--- config.mk ---
export PLATFORM = sky130hd
export DESIGN_NAME = ird_reset_dist
export DESIGN_NICKNAME = d
export VERILOG_FILES = /design/src/ird_pkg.sv /design/src/ird_reset_dist.sv
export VERILOG_INCLUDE_DIRS = /design/src
export SDC_FILE = /design/constraint.sdc
export NUM_CORES = 1
export LEC_CHECK = 0
export ABC_AREA = 1
export BUFFER_PORTS_ARGS = -buffer_cell sky130_fd_sc_hd__buf_2
export CORE_MARGIN = 5
export CORE_UTILIZATION = 29
export CTS_BUF_LIST = sky130_fd_sc_hd__clkbuf_4
export DETAILED_ROUTE_END_ITERATION = 12
export GPL_TIMING_DRIVEN = 0
export PLACE_DENSITY_LB_ADDON = 0.12
export SYNTH_ARGS = -nofsm -noshare
export SYNTH_HDL_FRONTEND = slang
export SYNTH_SLANG_ARGS = --single-unit
--- constraint.sdc ---
create_clock -name clk_sys -period 3.4 [get_ports clk_sys]
set_clock_uncertainty 0.15 [all_clocks]
set_input_delay 1.02 -clock clk_sys [delete_from_list [all_inputs] [get_ports clk_sys]]
set_output_delay 1.02 -clock clk_sys [all_outputs]
set_load 0.02 [all_outputs]
--- src/ird_defines.svh ---
// Timing and width constants for the reset distribution block.
`ifndef IRD_DEFINES_SVH
`define IRD_DEFINES_SVH

// ----------------------------------------------------------------
// Timing
// ----------------------------------------------------------------
`define IRD_CLK_PERIOD_PS   4000
`define IRD_STRETCH_NS      40
`define IRD_STRETCH_CYC     ((`IRD_STRETCH_NS * 1000 + `IRD_CLK_PERIOD_PS - 1) / `IRD_CLK_PERIOD_PS)
`define IRD_CNT_W           4
`define IRD_CNT_ZERO        4'h0

`endif

--- src/ird_pkg.sv ---
// Types shared by the reset distribution block.
package ird_pkg;

    // ----------------------------------------------------------------
    // Unit reset strobes, one bit per unit, active high
    // ----------------------------------------------------------------
    typedef struct packed {
        logic eeprom_load;
        logic microcode;
        logic mac_config;
        logic mem_pointers;
        logic pci_config;
        logic phy_config;
        logic pm_event;
        logic stat_counters;
    } ird_unit_resets_t;

    // ----------------------------------------------------------------
    // Configuration gate state
    // ----------------------------------------------------------------
    typedef enum logic [1:0] {
        IRD_CFG_HOLD  = 2'b00,
        IRD_CFG_LOAD  = 2'b01,
        IRD_CFG_READY = 2'b10
    } ird_cfg_state_t;

endpackage : ird_pkg

--- src/ird_reset_dist.sv ---
// Reset source combining and per-unit reset distribution.
//
// Function
// - Four ranked sources: alternate pin, PCI, software, selective.
// - Software-cleared state also cleared by stronger sources.
// - Pin resets all, PCI all but PM events on aux power; PHY only them.
// - EEPROM load restarts on pin, PCI, isolation only.
// - MAC config and hash: pin, PCI, isolation, D3-D0.
// - Memory pointers reset by all except isolation.
// - PCI config: pin, PCI, isolation, D3-D0.
// - PM events: pin always, PCI without auxiliary power.
// - Retry configuration accesses until EEPROM load done.
//
// Every unit strobe is a registered, active-high level. A strobe rises one
// cycle after an internal request and three cycles after a pin falls, since
// the pins first pass a two-stage synchroniser. Each strobe then stays high
// for STRETCH_CYC cycles beyond the last cycle its source was seen, so that
// a one-cycle request still reaches units that sample it slowly.
// Limitation: reset_n holds every strobe high only while it is low; the
// strobes drop at the first edge after its release unless an internal request is active.
`timescale 1ns/1ps
`include "ird_defines.svh"

module ird_reset_dist #(
    parameter int STRETCH_CYC = `IRD_STRETCH_CYC
) (
    // Clock and reset
    input  wire logic                      clk_sys,
    input  wire logic                      reset_n,
    // Asynchronous reset pins and supply strap
    input  wire logic                      alternate_reset_n,
    input  wire logic                      pci_reset_n,
    input  wire logic                      isolation_input_n,
    input  wire logic                      flash_addr1_aux_power_strap,
    // Internal requests, same clock, one-cycle pulses
    input  wire logic                      d3_to_d0,
    input  wire logic                      software_reset,
    input  wire logic                      selective_reset,
    // EEPROM loader handshake
    input  wire logic                      eeprom_load_done,
    // Unit resets and status
    output ird_pkg::ird_unit_resets_t      unit_resets,
    output logic                           aux_power,
    output logic                           config_retry
);

    // ----------------------------------------------------------------
    // Input synchronisers
    // ----------------------------------------------------------------
    logic [3:0] sync_a;
    logic [3:0] sync_b;
    logic [3:0] raw_in;
    // Raw pin vector: strap, isolation, PCI reset, alternate reset.
    assign raw_in = {flash_addr1_aux_power_strap, isolation_input_n, pci_reset_n, alternate_reset_n};

    // Both stages reset to ones, the idle level of the active-low pins, so the
    // release of reset_n can never be mistaken for a pin reset.
    // Two flops per pin; only the second stage is read by logic.
    always_ff @(posedge clk_sys or negedge reset_n) begin
        if (!reset_n) begin
            sync_a <= 4'hF;
            sync_b <= 4'hF;
        end else begin
            sync_a <= raw_in;
            sync_b <= sync_a;
        end
    end

    // Active-high views of the synchronised pins; the strap keeps its polarity.
    logic alt_act;
    logic pci_act;
    logic iso_act;
    logic strap_s;
    assign alt_act = ~sync_b[0];
    assign pci_act = ~sync_b[1];
    assign iso_act = ~sync_b[2];
    assign strap_s = sync_b[3];

    // ----------------------------------------------------------------
    // Auxiliary power strap capture
    // ----------------------------------------------------------------
    logic next_aux_power;

    // The strap is valid only while PCI reset is active, so track it then.
    // Outside PCI reset the pin carries a flash address and is ignored.
    always_comb begin
        next_aux_power = aux_power;
        if (pci_act) begin
            next_aux_power = strap_s;
        end
    end

    // Registers the supply indication.
    always_ff @(posedge clk_sys or negedge reset_n) begin
        if (!reset_n) begin
            aux_power <= 1'b0;
        end else begin
            aux_power <= next_aux_power;
        end
    end

    // ----------------------------------------------------------------
    // Source to unit mapping
    // ----------------------------------------------------------------
    logic hw_rst;
    logic soft_rst;
    ird_pkg::ird_unit_resets_t raw_map;

    // Hardware sources outrank the rest; each unit takes the union of its sources.
    // The event strobe uses this cycle's strap value, so a PCI reset on an
    // auxiliary supply never clears it, not even in its first cycle.
    always_comb begin
        hw_rst                 = alt_act | pci_act;
        soft_rst               = hw_rst | d3_to_d0 | software_reset;
        raw_map.eeprom_load    = hw_rst | iso_act;
        raw_map.microcode      = soft_rst;
        raw_map.mac_config     = hw_rst | iso_act | d3_to_d0;
        raw_map.mem_pointers   = soft_rst | selective_reset;
        raw_map.pci_config     = hw_rst | iso_act | d3_to_d0;
        raw_map.phy_config     = hw_rst;
        raw_map.pm_event       = alt_act | (pci_act & ~next_aux_power);
        raw_map.stat_counters  = soft_rst;
    end

    // ----------------------------------------------------------------
    // Pulse stretchers, one per unit
    // ----------------------------------------------------------------
    localparam int NUNITS = $bits(ird_pkg::ird_unit_resets_t);
    localparam logic [`IRD_CNT_W-1:0] STRETCH_LOAD = `IRD_CNT_W'(STRETCH_CYC);
    logic [NUNITS-1:0] map_vec;
    wire logic [NUNITS-1:0] out_vec;
    // Flattens the source map so that one loop serves every unit.
    assign map_vec = raw_map;

    genvar gi;
    generate
        for (gi = 0; gi < NUNITS; gi++) begin : g_stretch
            logic [`IRD_CNT_W-1:0] cnt;
            logic [`IRD_CNT_W-1:0] next_cnt;
            logic                  next_out;
            logic                  out_q;

            // Short requests are held long enough for every unit to see them.
            always_comb begin
                next_cnt = cnt;
                if (map_vec[gi]) begin
                    next_cnt = STRETCH_LOAD;
                end else if (cnt != `IRD_CNT_ZERO) begin
                    next_cnt = cnt - `IRD_CNT_W'(1);
                end
                next_out = map_vec[gi] | (cnt != `IRD_CNT_ZERO);
            end

            // Registers the counter and the strobe; the strobe is high in reset.
            always_ff @(posedge clk_sys or negedge reset_n) begin
                if (!reset_n) begin
                    cnt   <= `IRD_CNT_ZERO;
                    out_q <= 1'b1;
                end else begin
                    cnt   <= next_cnt;
                    out_q <= next_out;
                end
            end

            // Each stage drives only its own bit of the strobe vector.
            assign out_vec[gi] = out_q;
        end
    endgenerate

    // The strobe vector goes out in the field order of the unit struct.
    assign unit_resets = out_vec;

    // ----------------------------------------------------------------
    // Configuration retry gate
    // ----------------------------------------------------------------
    ird_pkg::ird_cfg_state_t cfg_state;
    ird_pkg::ird_cfg_state_t next_cfg_state;
    logic                    next_retry;

    // Retry from reset until the loader reports the EEPROM read complete.
    // A done report is ignored while a load source is still active, and any
    // new load source sends the gate back to HOLD whatever the loader says.
    always_comb begin
        next_cfg_state = cfg_state;
        unique case (cfg_state)
            ird_pkg::IRD_CFG_HOLD: begin
                if (!raw_map.eeprom_load) begin
                    next_cfg_state = ird_pkg::IRD_CFG_LOAD;
                end
            end
            ird_pkg::IRD_CFG_LOAD: begin
                if (raw_map.eeprom_load) begin
                    next_cfg_state = ird_pkg::IRD_CFG_HOLD;
                end else if (eeprom_load_done) begin
                    next_cfg_state = ird_pkg::IRD_CFG_READY;
                end
            end
            ird_pkg::IRD_CFG_READY: begin
                if (raw_map.eeprom_load) begin
                    next_cfg_state = ird_pkg::IRD_CFG_HOLD;
                end
            end
            default: begin
                next_cfg_state = ird_pkg::IRD_CFG_HOLD;
            end
        endcase
        next_retry = (next_cfg_state != ird_pkg::IRD_CFG_READY);
    end

    // Registers the gate state and the retry flag.
    always_ff @(posedge clk_sys or negedge reset_n) begin
        if (!reset_n) begin
            cfg_state    <= ird_pkg::IRD_CFG_HOLD;
            config_retry <= 1'b1;
        end else begin
            cfg_state    <= next_cfg_state;
            config_retry <= next_retry;
        end
    end

endmodule : ird_reset_dist

; ---- Word-level counts from Yosys, hierarchy flattened
; Cells that the tools add are included.
[totals]
register_bits = 52
input_bits = 10
out_inout_bits = 10
word_cells = 91
[op_classes]
n_addsub = 8
eq_ne = 3
n_mux = 22
n_bitwise = 20
reduce_logical = 17
[ops]
columns = cell, n
row1 = two-way mux 4 bit, 16
row2 = nonzero test 4 bit, 8
row3 = "subtractor 4 x 1 -> 4 bit, second input constant", 8
row4 = nonzero test 2 bit, 8
row5 = bitwise OR 1 bit, 15
row6 = two-way mux 2 bit, 4
row7 = one-hot mux 2 bit (3 select lines), 1
row8 = inverter 1 bit, 4
row9 = "equality test 2 x 1 -> 1 bit, second input constant", 1
row10 = "equality test 2 bit, second input constant", 1
row11 = logical NOT 2 bit, 1
row12 = "!= test 2 bit, second input constant", 1
row13 = bitwise AND 1 bit, 1
row14 = two-way mux 1 bit, 1

; ---- Depth between registers and ports, before layout
[logic_depth]
ltp_word = 6
depth_mapped = 7
mapped_depth_nobuf = 7

; ---- Worst setup path after synthesis
; Ideal clock, no wire load.
[synth_timing]
path_kind = reg-to-output
from = register g_stretch[0].out_q
to = output port unit_resets[0] (netlist name)
arrival_time_ps = 615
required_ps = 2230
slack_ps = 1615
path_stages_with_launch = 2
path_buffers = 1
cell_sequence = dfstp_2 > buf_4
[synth_rtl]
columns = item, line
row1 = from (decl), ird_reset_dist.sv:141  ; logic out_q;
row2 = from (signal assigned), ird_reset_dist.sv:161  ; out_q <= next_out;
row3 = to (decl), ird_reset_dist.sv:42  ; output ird_pkg::ird_unit_resets_t unit_resets,
; No word-level cell between the ends.

; ---- Worst setup path after layout
[layout_timing]
from = register g_stretch[2].out_q
to = output port unit_resets[2] (netlist name)
[layout_rtl]
columns = item, line
row1 = from (decl), ird_reset_dist.sv:141
row2 = from (signal assigned), ird_reset_dist.sv:161
; No word-level cell between the ends.

==> flow_summary.json <==
{
  "tritoncts": "yes",
  "seq_area_frac_synth": 0.536,
  "finalHoldViolCount": 0,
  "period_share": 0.680,
  "synth_cells": 258,
  "min_to": "sync_b[2]",
  "htree_levels": 2,
  "ys_ff_latch": 52,
  "synthFlopType": "dfrtp_1",
  "core_sq_um": 8260,
  "r2r_cells": 7,
  "cts_buffers": 5,
  "fmax_mhz": 432,
  "crit_arrival_ns": 1.14,
  "worst_setup_path_start_kind": "flop",
  "antenna_found_initial": 0,
  "postPlaceCellArea_sq_um": 2690,
  "detail_route.vias_per_cell": 4.07,
  "first_pass_iters": 4,
  "diodes": 0,
  "die-width_um": 102,
  "syn_nets": 281,
  "synthTopCellsByArea": "dfrtp_1 35%, dfstp_2 18%, ha_1 6.6%",
  "drt_wl_total_mm": 3.90,
  "clock_path_buffers": 2,
  "dp_cells": 382,
  "status": "complete, no violations",
  "yosysWarnings": 0,
  "grt_max_degree": 53,
  "timing.rr.start": "g_stretch[7].cnt[0]",
  "hpwl_mm": 2.84,
  "reg2reg_slack_ns": 1.91,
  "leakagePower_uw": 0.00135,
  "die_y_um": 102,
  "wl_per_cell_um": 9.99,
  "fin_util": 0.333,
  "instances_no_fill": 390,
  "dr.first_iter.drc_count": 55,
  "cp.required_ns": 2.23,
  "crit_start": "g_stretch[2].out_q",
  "ctsResizeCount": 0,
  "pin_count": 20,
  "rsz0062_at_grt": "false",
  "antenna_left": 0,
  "synth_top_area_cell": "dfrtp_1",
  "cts-root-buf": "clkbuf_4",
  "worst_hold_path.num_cells": 0,
  "setup-tns-final_ns": 0,
  "final_max_slew_viol_count": 0,
  "grt_pass1_wl_mm": 7.03,
  "hp-start": "sync_a[2]",
  "cap_violations": 0,
  "p_total_uw": 1010,
  "end_kind": "output pin",
  "min_period_ns": 2.31,
  "slew_headroom": 0.241,
  "cts_sinks": 52,
  "worst_slew_pin_slew_ns": 1.14,
  "synthesis.area_sq_um": 2470,
  "yosys.cell_types.count": 28,
  "rows": 33,
  "powerDensity_nw_per_um2": 367,
  "port_buffers": 19,
  "final-setup-viol-count": 0,
  "crit_type": "reg -> out",
  "synth_commonest_cells": "42 x nand2_1, 41 x inv_1, 35 x dfrtp_1",
  "yosysMostFrequentCell": "nand2_1",
  "holdBufCountCts": 0,
  "postSynthAreaPerCell_sq_um": 9.56,
  "clk_pin_slew_ns": 0.15,
  "cp_max_fo": 1,
  "grt_pass1_vias": 1611,
  "overflow": 0,
  "drc": 0,
  "r2r_end": "g_stretch[7].cnt[0]",
  "areaGrowthSynthToFinish_pct": 11.5,
  "clock_latency_ns": 0.36,
  "die_area_sq_um": 10500,
  "postCtsSetupBuffers": 0,
  "design_area_sq_um": 2750,
  "async_reset_ff_frac": 1.00,
  "ir_drop_mv": 0.169,
  "nets": 307,
  "grt_util_all_layers": 0.0853,
  "gp_congestion": 0.778,
  "synth_top_area_frac": 0.355,
  "drive_gt1_frac": 0.235,
  "start_util": 0.299,
  "vias": 1587,
  "synth_edf_count": 0,
  "hold_path.class": "reg -> reg"
}
==> flip-flops by register name, summed over array words and instances, names as in the netlist, named ones only <==
register         cells
g_stretch.out_q      8
sync_a               4
cfg_state            2
config_retry         1
g_stretch.cnt       32
sync_b               4
==> report_power, final <==
group | internal (uW) | switching, uW
combinational | 29.2 | 54.3
sequential | 641 | 10.4
clock | 87.2 | 187
total | 757 | 252
==> worst max-delay path, stage by stage, from the launching register on <==
cell	delay [ns]
dfstp_2	0.55
buf_4	0.09
buf_2	0.14
==> how the worst max path moves through the flow <==
stage / slack, ns / end
floorplan: 1.62 / unit_resets[0]
global placement: 1.12 / g_stretch[0].cnt[1]
detailed placement: 1.14 / g_stretch[5].cnt[3]
CTS: 1.05 / unit_resets[2]
global route: 1.02 / unit_resets[4]
finish: 1.09 / unit_resets[2]
==> per-layer routing <==
| metal | wire [um] | GRT usage |
|---|---|---|
| met4 | 67 | 0.0394 |
| met1 | 1920 | 0.106 |
| met2 | 1770 | 0.138 |
| met3 | 132 | 0.0218 |
| met5 | 0 | 0 |
==> placed cells by master, fill, tap and decap left out, types with 2 or more instances in the layout <==
| cell type | netlist | routed |
|---|---|---|
| buf_4 | 8 | 8 |
| nor2_1 | 24 | 24 |
| o21ai_0 | 9 | 9 |
| clkbuf_4 | 0 | 6 |
| buf_2 | 0 | 19 |
| inv_1 | 41 | 41 |
| ha_1 | 13 | 13 |
| nor2_4 | 3 | 3 |
| nor3_1 | 10 | 10 |
| inv_2 | 2 | 2 |
| nand2_2 | 3 | 3 |
| xnor2_1 | 7 | 7 |
| a21oi_1 | 9 | 9 |
| o21ai_1 | 2 | 2 |
| nand2_1 | 42 | 42 |
| dfstp_2 | 17 | 17 |
| o211ai_1 | 3 | 3 |
| nand3_1 | 19 | 19 |
| dfrtp_1 | 35 | 35 |
==> kinds of logic (layout without fill, tap and decap cells) <==
family	count (synthesis)	in the layout	synth area share
buffers and inverters	53	80	0.0969
and+or+nand+nor	107	107	0.217
adders and majority gates	13	13	0.0659
DFF	52	52	0.536
AOI/OAI and AO/OA	26	26	0.0593
xor gates and xnor gates	7	7	0.0248
==> final cells by class <==
cell class                      count  area, sq um
Inverter                           45          179
Buffer                              8         60.1
Timing Repair Buffer               19         95.1
Fill cell                         856         5510
Tap cell                          105          131
Clock buffer                        6         45.0
Multi-Input combinational cell    153          906
Sequential cell                    52         1320
Clock inverter                      2         11.3
==> metrics by stage <==
| step | worst slack, ns | hold WS (ns) |
|---|---|---|
| 2_1_floorplan | 1.62 | 0.195 |
| 3_3_place_gp | 1.12 | 0.196 |
| 3_5_place_dp | 1.14 | 0.198 |
| 4_1_cts | 1.05 | 0.213 |
| 5_1_grt | 1.02 | 0.221 |
| 6_report | 1.09 | 0.207 |
Power figures use the tool's default switching activity.
